`config.mk`:
```
export PLATFORM = sky130hd
export DESIGN_NAME = frtcc_top
export DESIGN_NICKNAME = d
export VERILOG_FILES = /design/src/rtl/frtcc_pkg.sv /design/src/rtl/frtcc_capture_mem.sv /design/src/rtl/frtcc_top.sv
export VERILOG_INCLUDE_DIRS = /design/src /design/src/rtl
export SDC_FILE = /design/constraint.sdc
export NUM_CORES = 1
export LEC_CHECK = 0
export ABC_AREA = 0
export ABC_CLOCK_PERIOD_IN_PS = 3500
export BUFFER_PORTS_ARGS = -buffer_cell sky130_fd_sc_hd__buf_4
export CAP_MARGIN = 20
export CORE_MARGIN = 5
export CORE_UTILIZATION = 30
export DETAILED_ROUTE_END_ITERATION = 16
export HOLD_SLACK_MARGIN = 0.15
export PLACE_DENSITY = 0.41
export SYNTH_ARGS = -nofsm -noshare
export SYNTH_HDL_FRONTEND = slang
export SYNTH_SLANG_ARGS = --single-unit
```
`constraint.sdc`:
```
create_clock -name clk -period 3.5 [get_ports clk]
set_input_delay 0.35 -clock clk [delete_from_list [all_inputs] [get_ports clk]]
set_output_delay 0.35 -clock clk [all_outputs]
set_load 0.005 [all_outputs]
```
`src/rtl/frtcc_params.svh`:
```
// Register offsets, field positions, reset values and counts of the timer
`ifndef FRTCC_PARAMS_SVH
`define FRTCC_PARAMS_SVH

// ----------------------------------------------------------------
// Register word offsets
// ----------------------------------------------------------------
`define FRTCC_A_COUNT   4'h0
`define FRTCC_A_CTRL    4'h1
`define FRTCC_A_CMP0    4'h2
`define FRTCC_A_CMP1    4'h3
`define FRTCC_A_OCTRL   4'h4
`define FRTCC_A_OLEVEL  4'h5
`define FRTCC_A_ICTRL   4'h6
`define FRTCC_A_CAP0    4'h7
`define FRTCC_A_CAP1    4'h8
`define FRTCC_A_STATUS  4'h9
`define FRTCC_A_MASK    4'hA

// ----------------------------------------------------------------
// Field positions
// ----------------------------------------------------------------
`define FRTCC_CTL_STOP  0
`define FRTCC_CTL_COUNTER_ZERO_REQUEST 1
`define FRTCC_CTL_PSEL  2
`define FRTCC_CTL_MCLR  4
`define FRTCC_OC_EN0    0
`define FRTCC_OC_EN1    1
`define FRTCC_OC_PAIR   2
`define FRTCC_IC_EDGE0  0
`define FRTCC_IC_EDGE1  2
`define FRTCC_IC_DSEL   4
`define FRTCC_ST_OVF    0
`define FRTCC_ST_CMP0   1
`define FRTCC_ST_CMP1   2
`define FRTCC_ST_CAP    3

// ----------------------------------------------------------------
// Reset values and counts
// ----------------------------------------------------------------
`define FRTCC_CNT_RST   16'h0000
`define FRTCC_CMP_RST   16'h0000
`define FRTCC_CNT_MAX   16'hFFFF
`define FRTCC_DIV4_M    6'h03
`define FRTCC_DIV16_M   6'h0F
`define FRTCC_DIV32_M   6'h1F
`define FRTCC_DIV64_M   6'h3F

`endif

```
`src/rtl/frtcc_pkg.sv`:
```
// Types shared by the free-run timer with capture and compare
package frtcc_pkg;

    // Prescaler selection
    typedef enum logic [1:0] {
        FRTCC_DIV4  = 2'h0,
        FRTCC_DIV16 = 2'h1,
        FRTCC_DIV32 = 2'h2,
        FRTCC_DIV64 = 2'h3
    } frtcc_psel_type;

    // Capture edge selection
    typedef enum logic [1:0] {
        FRTCC_EDGE_OFF  = 2'h0,
        FRTCC_EDGE_RISE = 2'h1,
        FRTCC_EDGE_FALL = 2'h2,
        FRTCC_EDGE_BOTH = 2'h3
    } frtcc_edge_type;

    // Whole state of the main module
    typedef struct packed {
        logic [15:0]    cnt;      // Free-running count
        logic [5:0]     pre;      // Prescaler
        logic           stop;     // Counter halted
        logic           mclr;     // Clear on compare 0 match
        frtcc_psel_type psel;     // Prescale choice
        logic [15:0]    cmp0;     // Compare value 0
        logic [15:0]    cmp1;     // Compare value 1
        logic [1:0]     oc_en;    // Compare toggle enables
        logic           pair;     // Both matches drive pin 0
        logic [1:0]     pin;      // Compare output levels
        frtcc_edge_type edge0;    // Capture 0 edge
        frtcc_edge_type edge1;    // Capture 1 edge
        logic [1:0]     dsel;     // Capture to transfer service
        logic [1:0]     in_prev;  // Last capture input levels
        logic [4:0]     status;   // Sticky event flags
        logic [4:0]     mask;     // Interrupt enables
        logic [15:0]    rdata;    // Read data
        logic           irq;      // Interrupt level
        logic [1:0]     dma_req;  // Transfer request pulses
    } frtcc_state_type;

    // State of the capture store
    typedef struct packed {
        logic [1:0][15:0] word;   // Captured counts
    } frtcc_mem_type;

endpackage

```
`src/rtl/frtcc_capture_mem.sv`:
```
// Two-word store holding the captured counter values
`timescale 1ns/1ps
`include "frtcc_params.svh"

module frtcc_capture_mem (
    input  wire logic             clk,     // System clock
    input  wire logic             rst_b,   // Async reset, active low
    input  wire logic [1:0]       we,      // Per-word write enable
    input  wire logic [15:0]      wdata,   // Counter value to store
    output logic      [1:0][15:0] word     // Stored words, from flops
);
    import frtcc_pkg::*;

    frtcc_mem_type s;        // Current state
    frtcc_mem_type next_s;   // Next state

    // ----------------------------------------------------------------
    // Next state: each word loads on its own enable
    // ----------------------------------------------------------------
    always_comb begin
        next_s = s;
        for (int i = 0; i < 2; i++) begin
            if (we[i]) begin
                next_s.word[i] = wdata;
            end
        end
    end

    // ----------------------------------------------------------------
    // State register
    // ----------------------------------------------------------------
    always_ff @(posedge clk or negedge rst_b) begin
        if (!rst_b) begin
            s <= '0;
        end else begin
            s <= next_s;
        end
    end

    assign word = s.word;

endmodule

```
`src/rtl/frtcc_top.sv`:
```
// Free-running 16-bit timer with two compare and two capture channels
//
// Implementation choices: the placing of the registers and the address-and-strobe port.
`timescale 1ns/1ps
`include "frtcc_params.svh"

module frtcc_top (
    input  wire logic        clk,      // 125 MHz system clock
    input  wire logic        rst_b,    // Async reset, active low
    input  wire logic [3:0]  addr,     // Register word address
    input  wire logic [15:0] wdata,    // Write data
    input  wire logic        wr,       // Write strobe
    input  wire logic        rd,       // Read strobe
    output logic      [15:0] rdata,    // Read data, cycle after rd
    input  wire logic [1:0]  cap_in,   // Capture input pins
    output logic      [1:0]  cmp_out,  // Compare output pins
    output logic             irq,      // Interrupt level
    output logic      [1:0]  dma_req   // Transfer request pulses
);
    import frtcc_pkg::*;

    // ----------------------------------------------------------------
    // Functions
    // ----------------------------------------------------------------

    // Prescaler tick for the chosen division
    function automatic logic pre_tick(input frtcc_psel_type sel,
                                      input logic [5:0] pre);
        logic [5:0] m;
        m = `FRTCC_DIV64_M;
        unique case (sel)
            FRTCC_DIV4:  m = `FRTCC_DIV4_M;
            FRTCC_DIV16: m = `FRTCC_DIV16_M;
            FRTCC_DIV32: m = `FRTCC_DIV32_M;
            FRTCC_DIV64: m = `FRTCC_DIV64_M;
        endcase
        return (pre & m) == m;
    endfunction

    // Edge match for one capture input
    function automatic logic edge_hit(input frtcc_edge_type mode,
                                      input logic prev,
                                      input logic cur);
        logic r;
        r = 1'b0;
        unique case (mode)
            FRTCC_EDGE_OFF:  r = 1'b0;
            FRTCC_EDGE_RISE: r = !prev && cur;
            FRTCC_EDGE_FALL: r = prev && !cur;
            FRTCC_EDGE_BOTH: r = prev != cur;
        endcase
        return r;
    endfunction

    // ----------------------------------------------------------------
    // Declarations
    // ----------------------------------------------------------------
    frtcc_state_type  s;         // Current state
    frtcc_state_type  next_s;    // Next state
    logic [1:0]       cap_evt;   // Capture edge seen this cycle
    logic [1:0][15:0] cap_word;  // Captured values
    frtcc_edge_type   edge_sel [2];  // Edge modes by channel

    assign edge_sel[0] = s.edge0;
    assign edge_sel[1] = s.edge1;

    // ----------------------------------------------------------------
    // Capture edge detectors
    // ----------------------------------------------------------------
    // Inputs are taken as synchronous, so the previous sample
    // is the only history needed
    for (genvar g = 0; g < 2; g++) begin : g_cap
        assign cap_evt[g] = edge_hit(edge_sel[g], s.in_prev[g],
                                     cap_in[g]);
    end

    // ----------------------------------------------------------------
    // Capture store
    // ----------------------------------------------------------------
    frtcc_capture_mem u_mem (
        .clk   (clk),
        .rst_b (rst_b),
        .we    (cap_evt),
        .wdata (s.cnt),
        .word  (cap_word)
    );

    // ----------------------------------------------------------------
    // Next state
    // ----------------------------------------------------------------
    always_comb begin
        logic       tick;    // Counter advances this cycle
        logic       m0;      // Compare 0 match
        logic       m1;      // Compare 1 match
        logic       ovf;     // Wrap from all ones
        logic [1:0] tog;     // Pin toggles
        logic [4:0] set;     // Flags raised this cycle
        logic       wr_ctl;  // Control write
        tick   = 1'b0;
        m0     = 1'b0;
        m1     = 1'b0;
        ovf    = 1'b0;
        tog    = 2'b00;
        set    = 5'h00;
        wr_ctl = wr && addr == `FRTCC_A_CTRL;
        next_s = s;

        // Prescaler runs freely; a halted counter ignores its ticks
        next_s.pre = s.pre + 6'h01;
        tick = !s.stop && pre_tick(s.psel, s.pre);

        // Matches are judged on the count as it stands before the tick
        m0  = tick && s.cnt == s.cmp0;
        m1  = tick && s.cnt == s.cmp1;
        ovf = tick && s.cnt == `FRTCC_CNT_MAX;

        // Counter: software clear, then load, then count
        if (wr_ctl && wdata[`FRTCC_CTL_COUNTER_ZERO_REQUEST]) begin
            next_s.cnt = `FRTCC_CNT_RST;
            next_s.pre = 6'h00;
        end else if (wr && addr == `FRTCC_A_COUNT) begin
            // Loading while running is allowed; the load wins and a tick in the same cycle is lost
            next_s.cnt = wdata;
        end else if (tick) begin
            if (m0 && s.mclr) begin
                next_s.cnt = `FRTCC_CNT_RST;
            end else begin
                next_s.cnt = s.cnt + 16'h0001;
            end
        end

        // Compare output toggles, optionally paired onto pin 0
        tog[0] = (m0 && s.oc_en[0]) ||
                 (s.pair && m1 && s.oc_en[1]);
        tog[1] = !s.pair && m1 && s.oc_en[1];
        if (wr && addr == `FRTCC_A_OLEVEL) begin
            next_s.pin = wdata[1:0];
        end
        next_s.pin = next_s.pin ^ tog;

        // Input history for edge detection
        next_s.in_prev = cap_in;

        // Capture events go either to flags or to transfer service
        next_s.dma_req = cap_evt & s.dsel;

        // Event flags
        set[`FRTCC_ST_OVF]  = ovf;
        set[`FRTCC_ST_CMP0] = m0;
        set[`FRTCC_ST_CMP1] = m1;
        set[`FRTCC_ST_CAP +: 2] = cap_evt & ~s.dsel;

        // A read clears the flags, but a new event wins
        if (rd && addr == `FRTCC_A_STATUS) begin
            next_s.status = set;
        end else begin
            next_s.status = s.status | set;
        end

        // Register writes
        if (wr) begin
            unique case (addr)
                `FRTCC_A_CTRL: begin
                    next_s.stop = wdata[`FRTCC_CTL_STOP];
                    next_s.psel = frtcc_psel_type'(wdata[`FRTCC_CTL_PSEL +: 2]);
                    next_s.mclr = wdata[`FRTCC_CTL_MCLR];
                end
                `FRTCC_A_CMP0: begin
                    next_s.cmp0 = wdata;
                end
                `FRTCC_A_CMP1: begin
                    next_s.cmp1 = wdata;
                end
                `FRTCC_A_OCTRL: begin
                    next_s.oc_en = wdata[`FRTCC_OC_EN0 +: 2];
                    next_s.pair  = wdata[`FRTCC_OC_PAIR];
                end
                `FRTCC_A_ICTRL: begin
                    next_s.edge0 = frtcc_edge_type'(wdata[`FRTCC_IC_EDGE0 +: 2]);
                    next_s.edge1 = frtcc_edge_type'(wdata[`FRTCC_IC_EDGE1 +: 2]);
                    next_s.dsel  = wdata[`FRTCC_IC_DSEL +: 2];
                end
                `FRTCC_A_MASK: begin
                    next_s.mask = wdata[4:0];
                end
                // Captures and status are read only; count and level writes are taken above, others ignored
                default: begin
                end
            endcase
        end

        // Read data stands for one cycle only
        next_s.rdata = 16'h0000;
        if (rd) begin
            unique case (addr)
                `FRTCC_A_COUNT:  next_s.rdata = s.cnt;
                `FRTCC_A_CTRL:   next_s.rdata = {11'h000, s.mclr, s.psel,
                                                 1'b0, s.stop};
                `FRTCC_A_CMP0:   next_s.rdata = s.cmp0;
                `FRTCC_A_CMP1:   next_s.rdata = s.cmp1;
                `FRTCC_A_OCTRL:  next_s.rdata = {13'h0000, s.pair, s.oc_en};
                `FRTCC_A_OLEVEL: next_s.rdata = {14'h0000, s.pin};
                `FRTCC_A_ICTRL:  next_s.rdata = {10'h000, s.dsel,
                                                 s.edge1, s.edge0};
                `FRTCC_A_CAP0:   next_s.rdata = cap_word[0];
                `FRTCC_A_CAP1:   next_s.rdata = cap_word[1];
                `FRTCC_A_STATUS: next_s.rdata = {11'h000, s.status};
                `FRTCC_A_MASK:   next_s.rdata = {11'h000, s.mask};
                // Unmapped addresses read as zero
                default:         next_s.rdata = 16'h0000;
            endcase
        end

        // Interrupt follows the flags it will hold next
        next_s.irq = |(next_s.status & next_s.mask);
    end

    // ----------------------------------------------------------------
    // State register
    // ----------------------------------------------------------------
    // Whole state resets to zero: counter runs at clk/4 from reset
    always_ff @(posedge clk or negedge rst_b) begin
        if (!rst_b) begin
            s <= '0;
        end else begin
            s <= next_s;
        end
    end

    // ----------------------------------------------------------------
    // Outputs, straight from flops
    // ----------------------------------------------------------------
    assign rdata   = s.rdata;
    assign cmp_out = s.pin;
    assign irq     = s.irq;
    assign dma_req = s.dma_req;

endmodule

```
# [After elaboration in Yosys (flattened, before gate mapping)]
# Index checks and enable logic that the tools add are counted.
[totals] ff_bits=132 input_bits=26 output_inout_bits=21 elab_cells=106
[op_classes] n_addsub=2 n_eq_ne=25 mux=14 bitwise_logic=7 reduce_logical=37
[op_table] cell="$pmux W16 S11" count=1
[op_table] cell="$mux W16" count=5
[op_table] cell="$eq A16 B16 Y1" count=2
[op_table] cell="$pmux W6 S4" count=1
[op_table] cell="$logic_and A1 B1 Y1" count=19
[op_table] cell="$add A16 B1 Y16 const B" count=1
[op_table] cell="$eq A16 B16 Y1 const B" count=1
[op_table] cell="$eq A4 B3 Y1 const B" count=4
[op_table] cell="$mux W5" count=3
[op_table] cell="$eq A2 B2 Y1 const B" count=6
[op_table] cell="$eq A4 B4 Y1 const B" count=3
[op_table] cell="$reduce_and A2 Y1" count=5
[op_table] cell="$eq A4 B2 Y1 const B" count=2
[op_table] cell="$pmux W1 S4" count=2
[op_table] cell="$add A6 B1 Y6 const B" count=1
[op_table] cell="$and A6 B6 Y6" count=1
[op_table] cell="$eq A2 B1 Y1 const B" count=3
[op_table] cell="$eq A6 B6 Y1" count=1
[op_table] cell="$logic_not A1 Y1" count=6
[op_table] cell="$logic_not A2 Y1" count=3
[op_table] cell="$mux W6" count=1
[op_table] cell="$and A5 B5 Y5" count=1
[op_table] cell="$or A5 B5 Y5" count=1
[op_table] cell="$reduce_or A5 Y1" count=1
[op_table] cell="9 further kinds" count=11

# [Longest topological paths before layout]
# Gate-level depths: netlist of the first run.
[depth] ltp_word=11 depth_mapped=8 mapped_depth_nobuf=8

# [Cells and area by module]
# From an unflattened synthesis of the first run, not the netlist that was laid out.
[unflattened] cells_unflattened=615 hier_area_um2=6932.9
[modules_own_cells] module="frtcc_top" n_inst=1 cells_each=547 area_per_inst_um2=5634.2 seq_area_each_um2=2502.4
[modules_own_cells] module="frtcc_capture_mem" n_inst=1 cells_each=68 area_per_inst_um2=1298.7 seq_area_each_um2=800.8

# [Least setup slack after synthesis of the first run]
# Ideal clock, no wire load.
[synth_timing] path_type="input to register" from="input port cap_in[0]" to="register u_mem.s (netlist bit u_mem.word[10])" setup_time_ns=0.125 arrival_ns=2.066 t_required_ns=3.375 path_slack_ns=1.309 stages=6 path_buffers=1 path_cell_list="inv_1 ha_1 nand2b_1 a31oi_1 clkbuf_1 mux2_2"
[synth_via] elab_chain_len=3 word_cells_on_any_way=5 cone_classes="eq/ne: 1; mux: 1; reduce/logical: 3"
[synth_rtl] item="from (decl)" line_no="frtcc_top.sv:15" source="input wire logic [1:0] cap_in,"
[synth_rtl] item="$logic_not A1 Y1" line_no="frtcc_top.sv:49" source="FRTCC_EDGE_FALL: r = prev && !cur;"
[synth_rtl] item="$logic_and A1 B1 Y1" line_no="frtcc_top.sv:49"
[synth_rtl] item="$pmux W1 S4 *" line_no="frtcc_top.sv:46" source="unique case (mode)"
[synth_rtl] item="to (signal assigned)" line_no="frtcc_capture_mem.sv:36" source="s <= next_s;"
[synth_rtl] item="to (decl)" line_no="frtcc_capture_mem.sv:14" source="frtcc_mem_type s;"
# Every way passes the cells marked *; elsewhere a longest branch is shown, timed or not.
# A chain may end at the register's enable or synchronous reset.

==> results.json, run 1 <==
{
  "cts_made_buffers": 17,
  "ys_types": 54,
  "hold_violations": 0,
  "power.leakage_nw": 3.24,
  "fin_cells": 916,
  "cts_sinks": 132,
  "worstSkewPairLatency_ns": 0.43,
  "power_density_nw_per_um2": 691,
  "cts_max_level": 4,
  "async_flop_share_pct": 100,
  "fin_crit_sh_pct": 69.1,
  "cp_max_fo": 7,
  "numPortBuffers": 46,
  "cp_slowest_cell": "dlygate4sd3_1",
  "place_congestion": 0.829,
  "synthCells": 605,
  "required_ns": 3.80,
  "place_ws_ns": 0.901,
  "drv_slew": 0,
  "clkTransAtPathRegs_ns": 0.06,
  "grt_overflow_total": 0,
  "cts_buffer_depth": 2,
  "path_cells": "dlygate4sd3_1 -> buf_4 -> inv_1 -> ha_1 -> nand2b_1 -> a31oi_2 -> a22o_1 -> a22oi_1 -> o221ai_1 -> a211o_1",
  "first_global_vias": 5070,
  "cts_root_buf": "clkbuf_16",
  "layout_commonest_cell": "dfrtp_1",
  "place_hpwl_um": 14700,
  "grt_max_degree": 78,
  "irDropWorstVdd_mv": 0.303,
  "clock_skew_ns": 0.00891,
  "synth_edf_count": 0,
  "max_freq_mhz": 413,
  "synth.net_count": 637,
  "n_fill_cell": 2214,
  "crit_path_start_kind": "primary input",
  "critPathCaptureType": "flip-flop",
  "syn_area_sq_um": 6670,
  "grt_use_total_pct": 16.4,
  "drc": 0,
  "vias_per_cell": 5.32,
  "status": "finished, final reports clean",
  "die_w_um": 159,
  "dr.pass1.iters": 5,
  "wl_per_cell_um": 22.5,
  "fp-row-count": 54,
  "core_area_sq_um": 21900,
  "crit_type": "in -> reg",
  "ctsResizeCount": 0,
  "place_area_sq_um": 7160,
  "syn_to_final_growth_pct": 17.5,
  "slew-limit-headroom_pct": 40.5,
  "period_needed_ns": 2.42,
  "synth_seq_cells": 132,
  "fin_area_sq_um": 7840,
  "num_vias": 4873,
  "start_util_pct": 30.5,
  "setup_ws_ns": 1.08,
  "yosys_warnings": 0,
  "cts-hold-fix-buffers": 3,
  "chipHeight_um": 159,
  "rsz0062_at_grt": "no",
  "wirelength_um": 20600,
  "tightest_slew_ns": 0.892,
  "setup_tns_ns": 0,
  "final_cell_mix": "dfrtp_1, mux2_2, buf_4",
  "post-cts-setup-buffers": 0,
  "finalSetupViolations": 0,
  "layout.nets": 655,
  "antennaDiodeCount": 0,
  "hold_class": "in -> reg",
  "drive_gt1_share_pct": 27.8,
  "dp.cells": 881,
  "ys.flop_type": "dfrtp_1",
  "io_pins": 47,
  "cpPeakStageDelay_ns": 0.53,
  "arrival_ns": 2.72,
  "antenna_found_initial": 0,
  "ant_nets": 0,
  "final_core_util_pct": 35.8,
  "seq_area_frac_synth_pct": 49.5,
  "grt_pass1_wl_um": 31700,
  "syn_area_per_cell_sq_um": 11.0,
  "drtIter0Drc": 308,
  "cts_tree": "built",
  "fp.dieArea_sq_um": 25300,
  "cap_violations": 0
}
cells by family (layout without fill, tap and decap cells):
family / Yosys count / after routing / synth area share, %
and+or+nand+nor: 138 / 138 / 10.4
DFF: 132 / 132 / 49.5
AOI/OAI and AO/OA: 123 / 123 / 13.3
muxes: 85 / 85 / 14.3
buffers and inverters: 77 / 108 / 5.64
xor gates and xnor gates: 44 / 44 / 5.78
adders and majority gates: 6 / 6 / 1.13
sequential cells by signal, indices dropped and copies added, names as in the netlist:
| name | flops |
|---|---|
| cmp_out | 2 |
| edge_sel | 4 |
| u_mem.word | 32 |
| rdata | 16 |
| s | 75 |
| dma_req | 2 |
| irq | 1 |
worst paths after layout:
kind / startpoint / to / slack, ns / cells past startpoint
max in group asynchronous: rst_b / s[31] / 2.19 / 3
setup reg to reg: s[74] / s[98] / 1.23 / 6
hold reg to reg: s[78] / s[78] / 0.47 / 1
hold / removal: wdata[7] / s[91] / 0.18 / 3
setup / recovery: cap_in[0] / irq / 1.08 / 10
min in group asynchronous: rst_b / s[99] / 0.54 / 2
synthesized netlist by cell type (7+ instances only):
cell,n,area [sq um]
buf_4,20,150
nor2b_1,7,43.8
nor2_1,23,86.3
o21ai_0,11,55.1
a222oi_1,11,110
nand2_1,41,154
and3_1,8,50.1
nand4_1,14,87.6
xnor2_1,38,333
a21oi_1,25,125
mux2_2,80,901
dfrtp_1,132,3300
a22o_1,10,87.6
clkbuf_1,31,116
a22oi_1,22,165
nand3_1,20,100
inv_1,17,63.8
a31oi_1,9,56.3
power breakdown:
group          total, mW  internal (mW)  switching [mW]  leakage [nW]
logic               1.11          0.600           0.507          1.34
registers           2.36           1.91           0.448          1.59
clock network       1.95           1.24           0.709         0.311
through the flow:
step | hold slack (ns) | total power, mW
5_1_grt | 0.181 | 5.71
2_1_floorplan | 0.0544 | 3.06
3_5_place_dp | 0.451 | 3.49
4_1_cts | 0.181 | 5.47
6_report | 0.182 | 5.41
3_3_place_gp | 0.442 | 3.48
metal layers:
metal	track usage (%)	vias to the layer above	wire length, um
li1	-	2227	-
met1	23.3	2522	9950
met2	24.8	104	9490
met3	4.06	20	847
met4	4.69	0	300
met5	0	-	0
worst max-delay path: cells and delay by family:
kind / cells / cell delay, ns
AOI/OAI and AO/OA: 5 / 1.32
adders and majority gates: 1 / 0.26
buffers and inverters: 3 / 0.68
and+or+nand+nor: 1 / 0.11
final cells by class:
| cell class | count | area [sq um] | share of cell area [%] |
|---|---|---|---|
| Clock buffer | 19 | 453 | 5.78 |
| Sequential cell | 132 | 3300 | 42.1 |
| Clock inverter | 13 | 196 | 2.51 |
| Inverter | 17 | 63.8 | 0.814 |
| Tap cell | 280 | 350 | 4.47 |
| Multi-Input combinational cell | 396 | 3000 | 38.3 |
| Timing Repair Buffer | 59 | 467 | 5.95 |
Power figures use the tool's default switching activity.
==> run 2, diff against run 1 <==
ABC_AREA = 1   (was 0)
ABC_CLOCK_PERIOD_IN_PS = 2350   (was 3500)
clock period = 2.35 ns   (was 3.5 ns; I/O delays follow)
==> results.json, run 2 <==
{
  "fp.dieArea_sq_um": 27100,
  "place_area_sq_um": 7740,
  "startpoint": "s[85]",
  "reg2reg_from": "s[85]",
  "die_w_um": 165,
  "antenna_found_initial": 0,
  "critPathCaptureType": "flip-flop",
  "max_freq_mhz": 500,
  "setup_ws_ns": 0.350,
  "synth_top_family_by_area": "simple AND/OR/NAND/NOR gates",
  "yosysMostFrequentCell": "nand2_1",
  "chipHeight_um": 165,
  "core_area_sq_um": 23500,
  "synthAdderAreaFrac_pct": 1.05,
  "io_pins": 47,
  "slew-limit-headroom_pct": 69.5,
  "synth_simple_gate_area_share_pct": 27.3,
  "cts_tree": "built",
  "largest_register": "s",
  "pwr-share-seq_pct": 40.2,
  "crit_path_start_kind": "flip-flop",
  "grt_overflow_total": 0,
  "antennaDiodeCount": 0,
  "multi_input_area_sq_um": 3120,
  "place_hpwl_um": 16600,
  "fp-row-count": 56,
  "cts_buffer_depth": 2,
  "status": "finished, final reports clean",
  "synthCells": 917,
  "ctsResizeCount": 0,
  "fin_crit_sh_pct": 85.1,
  "syn_to_final_growth_pct": 19.5,
  "dp.cells": 1248,
  "required_ns": 2.71,
  "worstSkewPairLatency_ns": 0.42,
  "hold_violations": 0,
  "switching_share_pct": 35.0,
  "cp-endpoint": "irq",
  "setup_tns_ns": 0,
  "irDropWorstVdd_mv": 0.434,
  "r2r_cells": 9,
  "dr.pass1.iters": 5,
  "n_fill_cell": 2447,
  "seq_area_frac_synth_pct": 46.1,
  "yosys_warnings": 0,
  "clockPowerShare_pct": 34.2,
  "tightest_slew_ns": 0.458,
  "power.switching_mw": 2.97,
  "drive_gt1_share_pct": 16.6,
  "syn_area_per_cell_sq_um": 7.82,
  "synth_xor_xnor_area_share_pct": 1.95,
  "yosys.area.top_type": "dfrtp_1",
  "grt_use_total_pct": 17.1,
  "synth_edf_count": 0,
  "cell_internal_pwr_mw": 5.51,
  "cts_root_buf": "clkbuf_16",
  "ys_types": 42,
  "period_needed_ns": 2.00,
  "muxShareOfSynthArea_pct": 0,
  "synth_seq_cells": 132,
  "final_cell_mix": "nand2_1, dfrtp_1, inv_1",
  "r2r-end": "irq",
  "numPortBuffers": 46,
  "finalSetupViolations": 0,
  "fin_cells": 1299,
  "power_density_nw_per_um2": 990,
  "ant_nets": 0,
  "num_vias": 6059,
  "clock_skew_ns": 0.0103,
  "grt_pass1_wl_um": 34900,
  "arrival_ns": 2.36,
  "clkTransAtPathRegs_ns": 0.06,
  "wl_per_cell_um": 17.3,
  "comb_power_share_pct": 25.7,
  "cts_sinks": 132,
  "rrSetupSlack_ns": 0.35,
  "vias_per_cell": 4.66,
  "rsz0062_at_grt": "no",
  "ys.flop_type": "dfrtp_1",
  "hold_class": "in -> reg",
  "layout.nets": 999,
  "drc": 0,
  "drtIter0Drc": 480,
  "place_ws_ns": 0.325,
  "place_congestion": 0.881,
  "first_global_vias": 5776,
  "grt_max_degree": 58,
  "start_util_pct": 30.6,
  "wirelength_um": 22400,
  "async_flop_share_pct": 100,
  "crit_type": "reg -> reg",
  "largest_register_ffs": 75,
  "layout_commonest_cell": "nand2_1",
  "final-seq-area_sq_um": 3300,
  "fin_area_sq_um": 8570,
  "cts_max_level": 4,
  "synth_compound_area_share_pct": 13.2,
  "syn_area_sq_um": 7170,
  "synth_commonest_cells": "nand2_1, dfrtp_1, inv_1",
  "power.leakage_nw": 4.20,
  "cp_max_fo": 7,
  "cap_violations": 0,
  "drv_slew": 0,
  "cts_made_buffers": 17,
  "synthTopCellsByArea": "dfrtp_1, nand2_1, inv_1",
  "synth_top_cell_area_share_pct": 46.1,
  "synth.net_count": 949
}
-- run 2: cell count changes in the layout (fill, tap and decap cells not counted), sizes merged, moves of 11 or more --
cell         before  now
a222oi           11    0
a22oi            22    0
dlygate4sd3       3   19
inv              21  112
mux2             80    0
nand2            41  300
nand3            20   57
nor2             23   46
o21ai            16  101
o22ai             3   18
xnor2            38    0
-- run 2: routing by layer --
| metal | wire [um] | up-vias | GRT usage (%) |
|---|---|---|---|
| met1 | 11800 | 2897 | 26.5 |
| met3 | 814 | 18 | 2.32 |
| li1 | - | 3037 | - |
| met2 | 9610 | 107 | 24.8 |
| met4 | 258 | 0 | 4.80 |
| met5 | 0 | - | 0 |
-- run 2: kinds of logic after synthesis --
family,Yosys count
and+or+nand+nor,429
adders and majority gates,6
AOI/OAI and AO/OA,172
buffers and inverters,162
xor gates and xnor gates,16
DFF,132
-- run 2: power groups by stage --
stage               registers (mW)  logic [mW]  clock network (mW)
floorplan                     3.21        1.63                   0
global placement              3.43        2.17                   0
detailed placement            3.43        2.17                   0
CTS                           3.40        2.20                2.97
global route                  3.48        2.50                3.06
finish                        3.41        2.18                2.90
-- run 2: area by class of cell --
type,count,area share (%)
multi-input cells,623,36.4
clock inverters,12,2.07
inverters,111,4.89
clock buffers,20,5.33
flip-flops and latches,132,38.6
well taps,319,4.66
repair buffers,82,8.08
-- run 2: worst min-delay path by stage --
| stage | startpoint | endpoint | slack [ns] | cells past startpoint |
|---|---|---|---|---|
| 2_1_floorplan | rst_b | cmp_out[0] | -0.06 | 0 |
| 3_3_place_gp | rst_b | cmp_out[1] | 0.21 | 1 |
| 3_5_place_dp | rst_b | s[80] | 0.21 | 1 |
| 4_1_cts | wr | s[58] | 0.18 | 3 |
| 5_1_grt | wr | s[58] | 0.20 | 3 |
| 6_report | wr | s[58] | 0.20 | 3 |
-- run 2: critical path: stages, from the launching register on --
cell and delay [ns]:
dfrtp_1 0.49, ha_1 0.22, nand2_1 0.12, nor2_1 0.18, nand2_1 0.13, nor2_1 0.21, nand4_1 0.23, o21ai_0 0.19
nand2_1 0.08, nand4_1 0.10
-- run 2: repair_timing --
item	in CTS	in global routing
setup buffers	0	0
hold endpoints to repair	84	0
hold buffers	19	0
-- run 2: through the flow --
step / hold slack, ns / power (mW) / utilization (%)
floorplan: -0.0606 / 4.84 / -
global placement: 0.214 / 5.60 / 33.0
detailed placement: 0.206 / 5.60 / 33.0
CTS: 0.176 / 8.57 / 36.5
global route: 0.196 / 9.04 / 36.5
finish: 0.197 / 8.48 / 36.5
